`src/rtl/status_pkg.sv`:
```
// Shared constants and command codes for the status reporting block
package status_pkg;
  localparam int SREG_W = 16;
  localparam int BYTE_W = 8;
  localparam int ERR_W = 16;
  localparam int ERRQ_DEPTH = 8;
  localparam int ERRQ_PTR_W = 3;
  localparam int ERRQ_CNT_W = 4;
  // Operation register bit positions and used-bit masks
  localparam int OPR_CAL_BIT = 0;
  localparam int OPR_SWEEP_BIT = 3;
  localparam logic [15:0] OPR_USED_MASK = 16'h0009;
  localparam logic [15:0] QUES_USED_MASK = 16'h0000;
  // Status byte layout
  localparam int STB_ERRQ_BIT = 2;
  localparam int STB_QUES_BIT = 3;
  localparam int STB_MAV_BIT = 4;
  localparam int STB_ESB_BIT = 5;
  localparam int STB_MSS_BIT = 6;
  localparam int STB_OPER_BIT = 7;
  localparam logic [7:0] SRQ_SOURCE_MASK = 8'h34;
  localparam logic [7:0] SRE_WRITE_MASK = 8'hbf;
  localparam int ESR_OPC_BIT = 0;
  // Reset values
  localparam logic [7:0] BYTE_RESET = 8'h00;
  localparam logic [15:0] WORD_RESET = 16'h0000;
  localparam logic [15:0] NO_ERROR_CODE = 16'h0000;

  // Command codes presented by the command parser
  typedef enum logic [4:0] {
    CMD_CLS = 5'h00,
    CMD_ESE_W = 5'h01,
    CMD_ESE_R = 5'h02,
    CMD_ESR_R = 5'h03,
    CMD_SRE_W = 5'h04,
    CMD_SRE_R = 5'h05,
    CMD_STB_R = 5'h06,
    CMD_PRE_W = 5'h07,
    CMD_PRE_R = 5'h08,
    CMD_PSC_W = 5'h09,
    CMD_PSC_R = 5'h0a,
    CMD_RST = 5'h0b,
    CMD_SYS_PRESET = 5'h0c,
    CMD_STAT_PRESET = 5'h0d,
    CMD_OPER_COND_R = 5'h0e,
    CMD_OPER_EVEN_R = 5'h0f,
    CMD_OPER_ENAB_W = 5'h10,
    CMD_QUES_COND_R = 5'h11,
    CMD_QUES_EVEN_R = 5'h12,
    CMD_QUES_ENAB_W = 5'h13,
    CMD_ERR_NEXT_R = 5'h14
  } cmd_e;

  // Flush-on-next-line tracker
  typedef enum logic [1:0] {
    LINE_IDLE = 2'b01,
    LINE_ARMED = 2'b10
  } line_state_e;
endpackage

```
`src/rtl/error_queue.sv`:
```
// Error code queue held in flip-flops
`timescale 1ns/10ps
`default_nettype none
module error_queue
  import status_pkg::*;
(
  input wire logic i_clock,
  input wire logic i_reset_n,
  input wire logic i_push,
  input wire logic [ERR_W-1:0] i_push_code,
  input wire logic i_pop,
  input wire logic i_clear,
  output logic [ERR_W-1:0] o_head,
  output logic o_empty
);
  logic [ERR_W-1:0] mem [ERRQ_DEPTH];
  logic [ERRQ_PTR_W-1:0] rd_ptr;
  logic [ERRQ_PTR_W-1:0] wr_ptr;
  logic [ERRQ_CNT_W-1:0] count;
  logic [ERRQ_PTR_W-1:0] next_rd_ptr;
  logic [ERRQ_PTR_W-1:0] next_wr_ptr;
  logic [ERRQ_CNT_W-1:0] next_count;
  logic do_push;

  // Clear first, then one pop and one push; a full queue drops the newcomer
  always_comb
  begin
    next_rd_ptr = i_clear ? '0 : rd_ptr;
    next_wr_ptr = i_clear ? '0 : wr_ptr;
    next_count = i_clear ? '0 : count;
    if (i_pop && !i_clear && count != '0)
    begin
      next_rd_ptr = rd_ptr + 1'b1;
      next_count = next_count - 1'b1;
    end
    do_push = i_push && (next_count != ERRQ_CNT_W'(ERRQ_DEPTH));
    if (do_push)
    begin
      next_wr_ptr = next_wr_ptr + 1'b1;
      next_count = next_count + 1'b1;
    end
  end

  always_ff @(posedge i_clock or negedge i_reset_n)
  begin
    if (!i_reset_n)
    begin
      rd_ptr <= '0;
      wr_ptr <= '0;
      count <= '0;
    end
    else
    begin
      rd_ptr <= next_rd_ptr;
      wr_ptr <= next_wr_ptr;
      count <= next_count;
    end
  end

  // Storage write, no reset needed for data
  always_ff @(posedge i_clock)
  begin
    if (do_push)
    begin
      mem[i_clear ? '0 : wr_ptr] <= i_push_code;
    end
  end

  assign o_head = mem[rd_ptr];
  assign o_empty = (count == '0);
endmodule
`default_nettype wire

```
`src/rtl/status_event_reg.sv`:
```
// Condition and event part of one 16-bit status register
`timescale 1ns/10ps
`default_nettype none
module status_event_reg
  import status_pkg::*;
(
  input wire logic i_clock,
  input wire logic i_reset_n,
  input wire logic [15:0] i_cond,
  input wire logic [15:0] i_used_mask,
  input wire logic i_read_clear,
  input wire logic i_clear,
  output logic [15:0] o_cond,
  output logic [15:0] o_event
);
  logic [15:0] cond;
  logic [15:0] event_bits;
  logic [15:0] next_cond;
  logic [15:0] next_event;

  // Condition follows the masked input one cycle later; event latches rising edges, set beats clear
  always_comb
  begin
    next_cond = i_cond & i_used_mask;
    next_event = event_bits;
    if (i_read_clear || i_clear)
    begin
      next_event = WORD_RESET;
    end
    next_event = next_event | (next_cond & ~cond);
  end

  always_ff @(posedge i_clock or negedge i_reset_n)
  begin
    if (!i_reset_n)
    begin
      cond <= WORD_RESET;
      event_bits <= WORD_RESET;
    end
    else
    begin
      cond <= next_cond;
      event_bits <= next_event;
    end
  end

  assign o_cond = cond;
  assign o_event = event_bits;
endmodule
`default_nettype wire

```
`src/rtl/status_reporting.sv`:
```
// Status reporting core: event status, status byte, service request, resets
`timescale 1ns/10ps
`default_nettype none
module status_reporting
  import status_pkg::*;
(
  input wire logic i_clock,
  input wire logic i_reset_n,
  input wire logic i_cmd_valid,
  input wire status_pkg::cmd_e i_cmd_code,
  input wire logic [15:0] i_cmd_data,
  input wire logic i_cmd_incompatible,
  output logic o_resp_valid,
  output logic [15:0] o_resp_data,
  output logic o_resp_no_error,
  input wire logic i_serial_poll,
  output logic o_poll_valid,
  output logic [7:0] o_poll_byte,
  input wire logic i_calibrating,
  input wire logic i_sweeping,
  input wire logic i_msg_available,
  input wire logic [7:0] i_esr_events,
  input wire logic i_opc_done,
  input wire logic i_error_valid,
  input wire logic [15:0] i_error_code,
  input wire logic i_power_on,
  input wire logic i_dev_clear,
  input wire logic i_line_start,
  output logic o_srq,
  output logic o_flush_out,
  output logic o_flush_in,
  output logic o_abort_cmd,
  output logic o_func_reset
);
  import status_pkg::*;

  logic [7:0] esr, ese, sre, ppe;
  logic psc;
  logic [15:0] oper_enable, ques_enable;
  logic [7:0] next_esr, next_ese, next_sre, next_ppe;
  logic next_psc;
  logic [15:0] next_oper_enable, next_ques_enable;
  logic resp_valid, resp_no_error, poll_valid, srq;
  logic [15:0] resp_data;
  logic [7:0] poll_byte;
  logic next_resp_valid, next_resp_no_error, next_poll_valid, next_srq;
  logic [15:0] next_resp_data;
  logic [7:0] next_poll_byte;
  logic flush_out, flush_in, func_reset;
  logic next_flush_out, next_flush_in, next_func_reset;
  line_state_e line_state, next_line_state;
  logic accepted, power_full, cls, err_pop, errq_empty;
  logic [15:0] oper_cond, oper_event, ques_cond, ques_event, err_head;
  logic [7:0] stb;
  logic srq_now;

  // Query commands produce a response word
  function automatic logic is_query(input cmd_e code);
    case (code)
      CMD_ESE_R, CMD_ESR_R, CMD_SRE_R, CMD_STB_R, CMD_PRE_R, CMD_PSC_R,
      CMD_OPER_COND_R, CMD_OPER_EVEN_R, CMD_QUES_COND_R, CMD_QUES_EVEN_R,
      CMD_ERR_NEXT_R: is_query = 1'b1;
      default: is_query = 1'b0;
    endcase
  endfunction

  // Command qualification and shared clear terms
  assign accepted = i_cmd_valid && !i_cmd_incompatible;
  assign cls = accepted && i_cmd_code == CMD_CLS;
  assign power_full = i_power_on && psc;
  assign err_pop = accepted && i_cmd_code == CMD_ERR_NEXT_R;

  // Operation and questionable register parts
  status_event_reg u_oper (
    .i_clock(i_clock),
    .i_reset_n(i_reset_n),
    .i_cond({12'h000, i_sweeping, 2'b00, i_calibrating}),
    .i_used_mask(OPR_USED_MASK),
    .i_read_clear(accepted && i_cmd_code == CMD_OPER_EVEN_R),
    .i_clear(cls),
    .o_cond(oper_cond),
    .o_event(oper_event)
  );

  status_event_reg u_ques (
    .i_clock(i_clock),
    .i_reset_n(i_reset_n),
    .i_cond(WORD_RESET),
    .i_used_mask(QUES_USED_MASK),
    .i_read_clear(accepted && i_cmd_code == CMD_QUES_EVEN_R),
    .i_clear(cls),
    .o_cond(ques_cond),
    .o_event(ques_event)
  );

  // Error queue, cleared on any power-on and on clear-status
  error_queue u_errq (
    .i_clock(i_clock),
    .i_reset_n(i_reset_n),
    .i_push(i_error_valid),
    .i_push_code(i_error_code),
    .i_pop(err_pop),
    .i_clear(i_power_on || cls),
    .o_head(err_head),
    .o_empty(errq_empty)
  );

  // Status byte from live summaries; service request from enabled error queue, message and event summary bits only
  always_comb
  begin
    stb = BYTE_RESET;
    stb[STB_ERRQ_BIT] = !errq_empty;
    stb[STB_QUES_BIT] = |(ques_event & ques_enable);
    stb[STB_MAV_BIT] = i_msg_available;
    stb[STB_ESB_BIT] = |(esr & ese);
    stb[STB_OPER_BIT] = |(oper_event & oper_enable);
    srq_now = |(stb & sre & SRQ_SOURCE_MASK);
    stb[STB_MSS_BIT] = srq_now;
  end

  // Enable masks, event status and power-on flag
  always_comb
  begin
    next_esr = esr;
    next_ese = ese;
    next_sre = sre;
    next_ppe = ppe;
    next_psc = psc;
    next_oper_enable = oper_enable;
    next_ques_enable = ques_enable;
    if (power_full)
    begin
      next_esr = BYTE_RESET;
      next_ese = BYTE_RESET;
      next_sre = BYTE_RESET;
      next_ppe = BYTE_RESET;
    end
    if (cls || (accepted && i_cmd_code == CMD_ESR_R))
    begin
      next_esr = BYTE_RESET;
    end
    if (accepted)
    begin
      case (i_cmd_code)
        CMD_ESE_W: next_ese = i_cmd_data[7:0];
        CMD_SRE_W: next_sre = i_cmd_data[7:0] & SRE_WRITE_MASK;
        CMD_PRE_W: next_ppe = i_cmd_data[7:0];
        CMD_PSC_W: next_psc = i_cmd_data[0];
        CMD_OPER_ENAB_W: next_oper_enable = i_cmd_data & OPR_USED_MASK;
        CMD_QUES_ENAB_W: next_ques_enable = i_cmd_data & QUES_USED_MASK;
        default: next_psc = psc;
      endcase
    end
    // New events win over a clear in the same cycle
    next_esr = next_esr | i_esr_events;
    next_esr[ESR_OPC_BIT] = next_esr[ESR_OPC_BIT] | i_opc_done;
  end

  always_ff @(posedge i_clock or negedge i_reset_n)
  begin
    if (!i_reset_n)
    begin
      esr <= BYTE_RESET;
      ese <= BYTE_RESET;
      sre <= BYTE_RESET;
      ppe <= BYTE_RESET;
      psc <= 1'b1;
      oper_enable <= WORD_RESET;
      ques_enable <= WORD_RESET;
    end
    else
    begin
      esr <= next_esr;
      ese <= next_ese;
      sre <= next_sre;
      ppe <= next_ppe;
      psc <= next_psc;
      oper_enable <= next_oper_enable;
      ques_enable <= next_ques_enable;
    end
  end

  // Query answers, serial poll and service request line
  always_comb
  begin
    next_resp_valid = accepted && is_query(i_cmd_code);
    next_resp_data = WORD_RESET;
    next_resp_no_error = 1'b0;
    case (i_cmd_code)
      CMD_ESE_R: next_resp_data = {8'h00, ese};
      CMD_ESR_R: next_resp_data = {8'h00, esr};
      CMD_SRE_R: next_resp_data = {8'h00, sre};
      CMD_STB_R: next_resp_data = {8'h00, stb};
      CMD_PRE_R: next_resp_data = {8'h00, ppe};
      CMD_PSC_R: next_resp_data = {15'h0000, psc};
      CMD_OPER_COND_R: next_resp_data = oper_cond;
      CMD_OPER_EVEN_R: next_resp_data = oper_event;
      CMD_QUES_COND_R: next_resp_data = ques_cond;
      CMD_QUES_EVEN_R: next_resp_data = ques_event;
      CMD_ERR_NEXT_R:
      begin
        next_resp_data = errq_empty ? NO_ERROR_CODE : err_head;
        next_resp_no_error = errq_empty;
      end
      default: next_resp_data = WORD_RESET;
    endcase
    if (!next_resp_valid)
    begin
      next_resp_data = WORD_RESET;
      next_resp_no_error = 1'b0;
    end
    next_poll_valid = i_serial_poll;
    next_poll_byte = i_serial_poll ? stb : poll_byte;
    next_srq = srq_now;
  end

  always_ff @(posedge i_clock or negedge i_reset_n)
  begin
    if (!i_reset_n)
    begin
      resp_valid <= 1'b0;
      resp_data <= WORD_RESET;
      resp_no_error <= 1'b0;
      poll_valid <= 1'b0;
      poll_byte <= BYTE_RESET;
      srq <= 1'b0;
    end
    else
    begin
      resp_valid <= next_resp_valid;
      resp_data <= next_resp_data;
      resp_no_error <= next_resp_no_error;
      poll_valid <= next_poll_valid;
      poll_byte <= next_poll_byte;
      srq <= next_srq;
    end
  end

  // Buffer flushes, pending line flush and settings reset pulses
  always_comb
  begin
    next_line_state = line_state;
    next_flush_in = i_dev_clear || i_power_on;
    next_flush_out = i_dev_clear || i_power_on;
    next_func_reset = accepted &&
      (i_cmd_code == CMD_RST || i_cmd_code == CMD_SYS_PRESET);
    case (line_state)
      LINE_IDLE: next_line_state = LINE_IDLE;
      LINE_ARMED:
      begin
        if (i_line_start)
        begin
          next_flush_out = 1'b1;
          next_line_state = LINE_IDLE;
        end
      end
      default: next_line_state = LINE_IDLE;
    endcase
    if (accepted && (i_cmd_code == CMD_RST || i_cmd_code == CMD_SYS_PRESET ||
        i_cmd_code == CMD_STAT_PRESET || i_cmd_code == CMD_CLS))
    begin
      next_line_state = LINE_ARMED;
    end
  end

  always_ff @(posedge i_clock or negedge i_reset_n)
  begin
    if (!i_reset_n)
    begin
      line_state <= LINE_IDLE;
      flush_out <= 1'b0;
      flush_in <= 1'b0;
      func_reset <= 1'b0;
    end
    else
    begin
      line_state <= next_line_state;
      flush_out <= next_flush_out;
      flush_in <= next_flush_in;
      func_reset <= next_func_reset;
    end
  end

  assign o_resp_valid = resp_valid;
  assign o_resp_data = resp_data;
  assign o_resp_no_error = resp_no_error;
  assign o_poll_valid = poll_valid;
  assign o_poll_byte = poll_byte;
  assign o_srq = srq;
  assign o_flush_out = flush_out;
  assign o_flush_in = flush_in;
  assign o_abort_cmd = flush_in;
  assign o_func_reset = func_reset;
endmodule
`default_nettype wire

```
`config.mk`:
```
export PLATFORM = sky130hd
export DESIGN_NAME = status_reporting
export DESIGN_NICKNAME = d
export VERILOG_FILES = /design/src/rtl/status_pkg.sv /design/src/rtl/error_queue.sv /design/src/rtl/status_event_reg.sv /design/src/rtl/status_reporting.sv
export SDC_FILE = /design/constraint.sdc
export NUM_CORES = 1
export LEC_CHECK = 0
export BUFFER_PORTS_ARGS = -buffer_cell sky130_fd_sc_hd__buf_2
export CORE_MARGIN = 8
export CORE_UTILIZATION = 50
export DETAILED_ROUTE_END_ITERATION = 6
export PLACE_DENSITY_LB_ADDON = 0.25
export SLEW_MARGIN = 40
export SYNTH_ARGS = -nofsm -noshare
export SYNTH_HDL_FRONTEND = slang
export SYNTH_SLANG_ARGS = --single-unit
```
`constraint.sdc`:
```
create_clock -name i_clock -period 9.3 [get_ports i_clock]
set_input_delay 0.465 -clock i_clock [delete_from_list [all_inputs] [get_ports i_clock]]
set_output_delay 0.465 -clock i_clock [all_outputs]
set_load 0.05 [all_outputs]
```
=== Word-level counts from Yosys, hierarchy flattened ===
Memories as Yosys holds them, arrays and structs flattened.
Index checks and enable logic that the tools add are counted.

* Equality and inequality tests: 20
* $add $sub $neg: 4
* Reduce and logical (&&, ||, !) cells: 31
* Bitwise gates (word level): 8
* Muxes and demuxes: 31

{| class="wikitable"
|+ Operators with widths
! operator !! count
|-
| 16-bit case mux with 9 select lines || 1
|-
| 8-bit 2-to-1 mux || 11
|-
| 16-bit 2-to-1 mux || 3
|-
| 5-bit by 4-bit equality test with 1-bit output, second input constant || 8
|-
| 5-bit by 3-bit equality test with 1-bit output, second input constant || 4
|-
| 16-bit by 4-bit bitwise AND with 16-bit output || 1
|-
| 4-bit by 16-bit bitwise AND with 16-bit output || 1
|-
| 4-bit inverter with 16-bit output || 1
|-
| 16-bit bitwise OR || 1
|-
| 16-bit OR reduction || 1
|-
| 1-bit logical AND || 12
|-
| 3-bit 2-to-1 mux || 4
|-
| 4-bit 2-to-1 mux || 3
|-
| 5-bit by 2-bit equality test with 1-bit output, second input constant || 2
|-
| 5-bit equality test, second input constant || 2
|-
| 8-bit bitwise AND || 1
|-
| 8-bit bitwise OR || 1
|-
| 8-bit OR reduction || 1
|-
| 1-bit logical OR || 7
|-
| 3-bit by 1-bit adder with 3-bit output, second input constant || 2
|-
| 6-bit bitwise AND || 1
|-
| 1-bit 2-to-1 mux || 6
|-
| 2-bit 2-to-1 mux || 3
|-
| 5-bit by 1-bit equality test with 1-bit output, second input constant || 1
|-
| other kinds (13) || 16
|}

* Output and inout bits: 32
* ROM bits: 32
* Register bits: 93
* Memories: 2
* Word-level logic and storage cells: 117
* Bits in writable memories: 128

{| class="wikitable"
|+ Memory list
! name !! depth !! bits a word !! rd ports !! clocked after Yosys merged registers in !! wr ports !! RTL line !! text
|-
| u_errq.mem || 8 || 16 || 1 || 0 || 1 || error_queue.sv:16 || <nowiki>logic [ERR_W-1:0] mem [ERRQ_DEPTH];</nowiki>
|-
| (name not given) || 32 || 1 || 1 || 0 || 0 || status_reporting.sv:59 || <nowiki>case (code)</nowiki>
|}

=== Logic depth before layout (Yosys ltp) ===
Gate-level depths: netlist (run 1).

* Word-level depth: 12
* Gate-level depth with buffers: 15
* Depth with buffers taken out: 12

=== Cells and area by module ===
Synthesis (run 1) repeated with hierarchy kept, for this count alone.

* Cells, all modules: 789
* Area, all modules: 11298.3 µm²

{| class="wikitable"
|+ By module, submodules not included
! module !! instances !! area each (µm²) !! cells an instance !! seq. area each (µm²)
|-
| error_queue || 1 || 5599.1 || 268 || 4093.9
|-
| status_reporting || 1 || 3452.1 || 357 || 1629.1
|-
| status_event_reg || 2 || 1123.6 || 82 || 800.8
|}

=== Least setup slack after synthesis (run 1) ===
Ideal clock, no wire load.

* Kind: input to register
* Start: input port i_cmd_code[0]
* End: memory u_errq.mem[4][0] (enable)
* Library setup time: 0.436 ns
* Data arrival time: 4.160 ns
* Path slack: 4.703 ns
* Path buffers: 3
* Required time: 8.864 ns
* Cell stages on the path: 14
* Path through: inv_1 ha_1 clkbuf_1 nor2b_1 a21o_1 buf_2 or4_1 nand2_1 inv_1 ha_1 nand2_1 or3_1 buf_6 nor4b_1

* Cells in the longest elaborated chain, start to end: 11
* Elaborated cells between the ends (all ways): 16

{| class="wikitable"
|+ Ends and longest elaborated chain
! item !! RTL line !! text
|-
| start, declared || status_reporting.sv:10 || <nowiki>input wire status_pkg::cmd_e i_cmd_code,</nowiki>
|-
| parallel branches: the longest is 11 deep, another holds 4-bit by 1-bit subtractor with 4-bit output || n/a ||
|-
| end, declared || error_queue.sv:16 ||
|}

Several ways; the timed one is not identified.

=== Worst setup path in the final report (run 1) ===
* Start: input port i_cmd_code[0]
* End: memory u_errq.mem[3][6] (enable)

The elaborated chain is that of the path after synthesis.

==> impl_metrics.json, run 1 <==
{
  "status": "finished clean",
  "postCtsSetupRepairBufs": 0,
  "routed.top_layer": "met5",
  "ys_ff_latch": 207,
  "antenna_found_initial": 1,
  "core-area_um2": 17100,
  "power_density_nw_per_um2": 205,
  "fp.dieH_um": 147,
  "met2_wirelength_mm": 9.22,
  "min_path_type": "in2async",
  "clockRootBuffer": "clkbuf_16",
  "slowest_stage": "or4_1",
  "synth_cell_types": 61,
  "fin_tns_setup_ns": 0,
  "place.port_buffers": 78,
  "synthMuxAreaShare_pct": 11.6,
  "leakage_nw": 3.81,
  "async_flop_share_pct": 38.2,
  "hold_violations": 0,
  "post-route-min-period_ns": 4.16,
  "htree_num_levels": 1,
  "worst-path-max-fanout": 13,
  "dpl.hpwl_mm": 12.3,
  "synth_area_um2": 8620,
  "die_x_um": 147,
  "drc": 0,
  "tritoncts": "built",
  "max_freq_mhz": 240,
  "clk_pin_slew_ns": 0.06,
  "mostFrequentLayoutCells": "edfxtp_1 (128), buf_2 (77), nand2_1 (76), dfrtp_1 (76), mux4_2 (31)",
  "dr.pass1.iters": 7,
  "slew_violations": 0,
  "synth_top_family_by_area": "multiplexers",
  "required_ns": 9.48,
  "synth_xor_area_share_pct": 0.609,
  "seq_area_um2": 5820,
  "rows": 48,
  "crit_chain": "buf_2 > inv_1 > ha_1 > and4b_1 > nand3_1 > or4_1 > nand2_1 > inv_1 > ha_1 > nand2_1 > or3_1 > nand4_1 > nor2_1 > buf_4",
  "worstSetupStartpointType": "primary input",
  "place_inst": 863,
  "area_growth_syn_to_layout_pct": 16.7,
  "grt_overflow": 0,
  "nets": 728,
  "ctsResizeCount": 0,
  "ys_seq_area_share_pct": 67.5,
  "path_class": "in2reg",
  "r2r_cells": 11,
  "synth_cells": 579,
  "relSlewSlack_pct": 43.0,
  "hold_buffers": 0,
  "start_util_pct": 50.6,
  "synth_edf_count": 128,
  "whs_ns": 0.0155,
  "skew_ns": 0.0210,
  "drtAntennaViolNets": 0,
  "final_common_cell": "edfxtp_1",
  "grt_max_degree": 80,
  "fillers": 1337,
  "utilization_pct": 59.0,
  "via_per_inst": 5.74,
  "grt_usage_pct": 17.4,
  "path_buf_inv": 4,
  "dr_wl_met3_mm": 1.28,
  "r2r_start": "u_errq.count[0]",
  "setup_viol": 0,
  "end_kind": "register",
  "grt_pass1_wl_mm": 30.0,
  "antenna_cells": 0,
  "clockBufferDepth": 3,
  "cpLargestDelayFamily": "simple AND/OR/NAND/NOR gates",
  "synthSimpleGateAreaFrac_pct": 9.26,
  "drive_gt1_share_pct": 28.3,
  "reg2reg_slack_ns": 5.14,
  "wl_per_cell_um": 20.7,
  "rsz0062_at_grt": "no",
  "die_area_um2": 21700,
  "fin_cells": 903,
  "yosys_warnings": 0,
  "gp_congestion": 0.847,
  "power_mw": 2.06,
  "synthAdderAreaFrac_pct": 1.16,
  "final.period_utilization_pct": 44.8,
  "dr_total_vias": 5186,
  "wirelength_mm": 18.7,
  "synth_compound_area_share_pct": 7.52,
  "worst_pin_slew_ns": 0.853,
  "insertion_delay_ns": 0.50,
  "grt_pass1_vias": 5441,
  "vdd_drop_max_v": 0.000200,
  "cts_sinks": 207,
  "avgSynthCellArea_um2": 14.9,
  "cts_made_buffers": 22,
  "io_pins": 90,
  "arrival_ns": 4.34,
  "slowest_delay_ns": 0.61,
  "first_iter_violations": 352,
  "wl_met1_mm": 7.81,
  "multi_input_area_um2": 2670,
  "drv_cap": 0,
  "synthFlopType": "edfxtp_1",
  "reg2reg_to": "u_errq.mem[3][6]"
}
cells by family (layout without fill, tap and decap cells):
group,after synthesis,count (layout)
other cells,1,3
flops,207,207
buf+inv,44,141
mux,58,58
compound gates,91,91
fa+ha+maj,8,8
simple gates,164,164
xor+xnor,6,6
stage by stage:
stage               worst slack, ns  cell area (um2)
global route                   4.84            10100
finish                         5.14            10100
CTS                            5.16            10100
floorplan                      4.70             8630
detailed placement             4.68             9330
global placement               4.62             9260
state kept, by name (all words and copies together), names as in the netlist, 3 cells and up:
name           count
esr                8
ese                8
o_resp_data       16
ppe                8
u_errq.rd_ptr      3
u_errq.wr_ptr      3
u_errq.count       4
o_poll_byte        5
u_errq.mem       128
sre                8
cell usage after synthesis (all sizes together) (10+ instances only):
cell,count,area (um2)
a21o,10,75.1
a21oi,10,50.1
buf,16,93.8
clkbuf,20,75.1
dfrtp,77,1930
edfxtp,128,3840
mux2,17,199
mux2i,10,100
mux4,31,698
nand2,77,289
nand3,13,65.1
nor2,26,97.6
o21ai,21,116
power by group:
group / switching (mW) / internal (mW) / total (mW)
Clock: 0.339 / 0.517 / 0.857
Combinational: 0.107 / 0.0559 / 0.163
Sequential: 0.0229 / 1.02 / 1.04
Total: 0.470 / 1.59 / 2.06
layer usage:
| metal | GRT usage, % | vias to the layer above |
|---|---|---|
| met1 | 22.1 | 2611 |
| met2 | 29.3 | 174 |
| li1 | - | 2362 |
| met5 | 0 | - |
| met3 | 4.37 | 37 |
| met4 | 4.39 | 2 |
area by class of cell:
cell class                      instances  share of cell area, %
Clock inverter                         10                   1.16
Clock buffer                           30                   6.07
Multi-Input combinational cell        330                   26.5
Timing Repair Buffer                   93                   5.28
Inverter                                8                  0.298
Tap cell                              225                   2.80
Sequential cell                       207                   57.9
worst max-delay path by stage:
stage                          startpoint               end  slack [ns]  depth (start not counted)
after floorplan             i_cmd_code[0]  u_errq.mem[4][0]        4.70                         14
after global placement      i_cmd_code[0]  u_errq.mem[5][7]        4.62                         13
after detailed placement    i_cmd_code[0]  u_errq.mem[3][1]        4.68                         14
after CTS                 u_errq.count[0]  u_errq.mem[3][6]        5.16                         11
after global routing        i_cmd_code[0]  u_errq.mem[3][6]        4.84                         14
final                       i_cmd_code[0]  u_errq.mem[3][6]        5.14                         14
(Power assumes the default switching activity.)
==> run 2, diff against run 1 <==
Clock period 9.3 ns to 3.8 ns, I/O delays scaled along.
==> run 2 against run 1 <==
Die area unchanged. Via count is 3.1% higher. Sequential power increased by 150%. Cell count is 5.6% higher. Worst setup slack got worse by 4.7 ns. Total power up 150%. Global-route usage increased by 0.42 points. Core utilization is 2.7 points higher. Clock-buffer cell count increased by 1. Routed wire length is 1.7% higher. Critical path type is now reg2reg. Largest cell class unchanged.
==> impl_metrics.json, run 2 (same netlist as run 1, synthesis figures left out) <==
{
  "status": "finished clean",
  "start_util_pct": 50.6,
  "mostFrequentLayoutCells": "edfxtp_1 (128), buf_2 (77), nand2_1 (76), dfrtp_1 (76), dlygate4sd3_1 (41)",
  "via_per_inst": 5.60,
  "area_growth_syn_to_layout_pct": 22.0,
  "clk_pin_slew_ns": 0.06,
  "drtAntennaViolNets": 0,
  "dpl.hpwl_mm": 12.3,
  "stdcell_area_um2": 10500,
  "cp-startpoint": "u_errq.count[0]",
  "grt_max_degree": 80,
  "crit_chain": "or4_1 > and3_1 > xnor2_1 > nor2_1 > inv_1 > ha_1 > nand2_1 > or3_1 > nand4_1 > nor3b_2 > buf_4",
  "required_ns": 4.02,
  "min_path_type": "in2reg",
  "antenna_found_initial": 0,
  "hold_violations": 0,
  "clockRootBuffer": "clkbuf_16",
  "slowest_delay_ns": 0.57,
  "skew_ns": 0.00940,
  "utilization_pct": 61.7,
  "first_iter_violations": 375,
  "io_pins": 90,
  "arrival_ns": 3.56,
  "grt_pass1_vias": 5631,
  "gp_congestion": 0.847,
  "fin_tns_setup_ns": 0,
  "insertion_delay_ns": 0.51,
  "antenna_cells": 0,
  "multi_input_area_um2": 2670,
  "leakage_nw": 4.02,
  "place_area_um2": 9360,
  "tritoncts": "built",
  "final_common_cell": "edfxtp_1",
  "post-route-min-period_ns": 3.34,
  "cpLargestDelayFamily": "simple AND/OR/NAND/NOR gates",
  "largest_reg_flops": 128,
  "path_buf_inv": 2,
  "worstSetupStartpointType": "register",
  "place.port_buffers": 78,
  "nets": 779,
  "grt_pass1_wl_mm": 30.8,
  "wl_per_cell_um": 19.9,
  "drive_gt1_share_pct": 27.0,
  "vdd_drop_max_v": 0.000405,
  "fillers": 1306,
  "end_kind": "register",
  "hp-start": "i_error_valid",
  "fp.dieH_um": 147,
  "drc": 0,
  "relSlewSlack_pct": 49.3,
  "setup_viol": 0,
  "clockBufferDepth": 3,
  "dr_total_vias": 5345,
  "power_mw": 5.07,
  "grt_overflow": 0,
  "worst-path-max-fanout": 12,
  "die_x_um": 147,
  "die_area_um2": 21700,
  "r2r_start": "u_errq.count[0]",
  "ctsResizeCount": 0,
  "slowest_stage": "or4_1",
  "rows": 48,
  "cts_sinks": 207,
  "wirelength_mm": 19.0,
  "worst_pin_slew_ns": 0.754,
  "dr.pass1.iters": 5,
  "regMostFlops": "u_errq.mem",
  "postCtsSetupRepairBufs": 0,
  "cts_made_buffers": 23,
  "slew_violations": 0,
  "seq_area_um2": 5820,
  "drv_cap": 0,
  "htree_num_levels": 1,
  "rsz0062_at_grt": "no",
  "final.period_utilization_pct": 87.9,
  "core-area_um2": 17100,
  "max_freq_mhz": 299,
  "grt_usage_pct": 17.8,
  "power_density_nw_per_um2": 482,
  "path_class": "reg2reg"
}
## run 2: changes by cell type in the layout (fill, tap and decap cells not counted), moves of 2 or more
cell,previous run,this run
buf_4,10,24
buf_6,5,1
clkinv_1,0,5
clkinv_2,5,2
clkinvlp_4,2,0
dlygate4sd3_1,0,41
nor3_2,0,3
nor3_4,3,0
nor4b_2,3,0
nor4b_4,0,3
## run 2: cell type report
cell class	instances	share of cell area (%)
Sequential cell	207	55.4
Multi-Input combinational cell	330	25.4
Timing Repair Buffer	143	9.39
Clock buffer	31	6.04
Tap cell	225	2.68
Clock inverter	10	0.833
Inverter	8	0.286
## run 2: final timing paths
check                                    endpoint  slack [ns]  depth (start not counted)
worst max register to register   u_errq.mem[5][1]        0.46                         11
worst min register to register  u_oper.o_event[0]        0.48                          1
worst min-delay path              u_errq.count[2]        0.07                          3
min in group asynchronous             o_flush_out        0.29                          2
worst max-delay path             u_errq.mem[5][1]        0.46                         11
max in group asynchronous        u_errq.rd_ptr[0]        2.97                          2
## run 2: power by group
| part | switching, mW | internal [mW] |
|---|---|---|
| clock | 0.844 | 1.24 |
| sequential | 0.0562 | 2.49 |
| combinational | 0.265 | 0.168 |
## run 2: metal layers
| metal | part of all wire (%) | global-route usage [%] |
|---|---|---|
| met4 | 1.8 | 4.69 |
| met5 | 0 | 0 |
| met2 | 51 | 30.7 |
| met1 | 41 | 22.3 |
| met3 | 6.2 | 4.03 |
## run 2: what timing repair did
action	in CTS	in global routing
hold endpoints to repair	247	0
setup endpoints to repair	0	0
hold buffers	41	0
## run 2: stage by stage
step / cells / setup slack (ns) / hold WS (ns)
floorplan: 581 / -0.0258 / -0.106
global placement: 872 / 0.516 / 0.314
detailed placement: 872 / 0.394 / 0.279
CTS: 954 / 0.424 / 0.0589
global route: 954 / 0.153 / 0.0850
finish: 954 / 0.460 / 0.0732
## run 2: tightest hold or removal path: cells and delay by family
family	cells	cell delay (ns)
xor+xnor	1	0.07
buf+inv	1	0.16
compound gates	1	0.11
==> run 3, diff against run 2 <==
Clock period 3.8 ns to 3.1 ns, I/O delays scaled along.
==> run 3 against run 2 <==
Routed wire length up 0.49%. Maximum frequency is 14% higher. First-iteration DRC count up 12%. Via count is 2.4% higher. Sequential share of layout area down 1.5 points. Design area up 2.9%. Worst setup slack got worse by 0.30 ns. Clock skew rose by 0.0028 ns. Clock power grew 21%. Largest power group unchanged.
==> impl_metrics.json, run 3 (same netlist as run 1, synthesis figures left out) <==
{
  "status": "finished clean",
  "insertion_delay_ns": 0.50,
  "grt_usage_pct": 17.8,
  "via_per_inst": 5.60,
  "worst_pin_slew_ns": 0.726,
  "fp.dieH_um": 147,
  "power_mw": 6.23,
  "max_freq_mhz": 340,
  "place_area_um2": 9640,
  "setup_viol": 0,
  "path_class": "reg2reg",
  "seq_power_share_pct": 50.0,
  "wl_per_cell_um": 19.5,
  "p_int_mw": 4.79,
  "dpl.hpwl_mm": 12.4,
  "post-route-min-period_ns": 2.94,
  "drive_gt1_share_pct": 30.5,
  "fin_cells": 978,
  "wirelength_mm": 19.1,
  "die_area_um2": 21700,
  "min_path_type": "in2reg",
  "rows": 48,
  "worst-path-max-fanout": 8,
  "grt_pass1_vias": 5832,
  "drc": 0,
  "stdcell_area_um2": 10800,
  "place_inst": 891,
  "antenna_found_initial": 0,
  "power_frac_comb_pct": 9.4,
  "hold_violations": 0,
  "core-area_um2": 17100,
  "regMostFlops": "u_errq.mem",
  "switchingPower_mw": 1.44,
  "area_growth_syn_to_layout_pct": 25.5,
  "seq_area_um2": 5830,
  "clockRootBuffer": "clkbuf_16",
  "largest_reg_flops": 128,
  "skew_ns": 0.0122,
  "tritoncts": "built",
  "grt_pass1_wl_mm": 30.9,
  "mostFrequentLayoutCells": "edfxtp_1 (128), nand2_1 (77), buf_2 (77), dfrtp_1 (75), dlygate4sd3_1 (41)",
  "cts_sinks": 207,
  "grt_overflow": 0,
  "clk_pin_slew_ns": 0.06,
  "reg2reg_slack_ns": 0.16,
  "antenna_cells": 0,
  "power_density_nw_per_um2": 576,
  "required_ns": 3.32,
  "clockBufferDepth": 3,
  "cts_made_buffers": 23,
  "multi_input_area_um2": 2710,
  "leakage_nw": 4.14,
  "grt_max_degree": 80,
  "fillers": 1271,
  "htree_num_levels": 1,
  "power.clock.fraction_pct": 40.6,
  "switching_share_pct": 23.2,
  "nets": 802,
  "end_kind": "register",
  "place.port_buffers": 78,
  "arrival_ns": 3.16,
  "io_pins": 90,
  "gp_congestion": 0.826,
  "final.period_utilization_pct": 94.9,
  "slew_violations": 0,
  "first_iter_violations": 420,
  "vdd_drop_max_v": 0.000514,
  "start_util_pct": 50.6,
  "relSlewSlack_pct": 51.6,
  "drv_cap": 0,
  "worstSetupStartpointType": "register",
  "drtAntennaViolNets": 0,
  "dr.pass1.iters": 5,
  "final_common_cell": "edfxtp_1",
  "die_x_um": 147,
  "dr_total_vias": 5473,
  "rsz0062_at_grt": "no"
}
-- run 3: power by group through the flow --
| stage | Combinational [mW] | Sequential [mW] | Clock [mW] |
|---|---|---|---|
| floorplan | 0.250 | 3.23 | 0 |
| global placement | 0.520 | 3.16 | 0 |
| detailed placement | 0.540 | 3.17 | 0 |
| CTS | 0.584 | 3.11 | 2.58 |
| global route | 0.638 | 3.13 | 2.69 |
| finish | 0.588 | 3.11 | 2.53 |
-- run 3: layout make-up --
class / instances / area share [%]
sequential: 207 / 53.8
multi-input combinational: 330 / 25.1
timing repair buffer: 166 / 11.7
clock buffer: 35 / 5.83
tap: 225 / 2.60
clock inverter: 7 / 0.659
inverter: 8 / 0.277
-- run 3: timing repair --
action | in CTS | in global routing
endpoints found under the setup margin | 16 | 16
pin swaps | 0 | 4
hold endpoints to repair | 250 | 0
buffers inserted | 1 | 3
gates cloned | 0 | 1
hold buffers | 41 | 0
resized for setup | 0 | 3
-- run 3: worst max-delay path: stages (launching register included) --
cell and delay [ns]:
dfrtp_1 0.37, or4_4 0.57, and3_4 0.21, xnor2_2 0.13
nor2_2 0.10, inv_1 0.06, ha_2 0.17, nand2_1 0.06
or3_4 0.17, nand4_1 0.10, buf_6 0.15, nor3b_4 0.33
clkbuf_16 0.23
-- run 3: final timing paths --
kind | start | to | depth (start not counted)
min in group asynchronous | i_reset_n | u_errq.wr_ptr[2] | 2
min reg2reg | u_oper.o_cond[0] | u_oper.o_event[0] | 1
min | i_error_valid | u_errq.count[2] | 3
max in group asynchronous | i_reset_n | u_errq.rd_ptr[0] | 2
max | u_errq.count[2] | u_errq.mem[5][3] | 12
max reg2reg | u_errq.count[2] | u_errq.mem[5][3] | 12
-- run 3: routing by layer --
metal | share of wire (%) | GRT usage, % | up-vias
li1 | - | - | 2509
met1 | 41 | 22.7 | 2728
met2 | 49 | 29.6 | 199
met3 | 7.1 | 4.18 | 37
met4 | 2.3 | 5.51 | 0
met5 | 0 | 0 | -
-- run 3: through the flow --
step	setup slack, ns	setup TNS [ns]	hold WS [ns]	utilization (%)
global placement	-0.00851	-0.123	0.284	56.4
finish	0.159	0	0.0486	63.4
detailed placement	-0.0207	-0.313	0.246	56.5
floorplan	-0.224	-18.81	-0.141	-
CTS	0.106	0	0.0279	63.1
global route	0.0378	0	0.0683	63.4
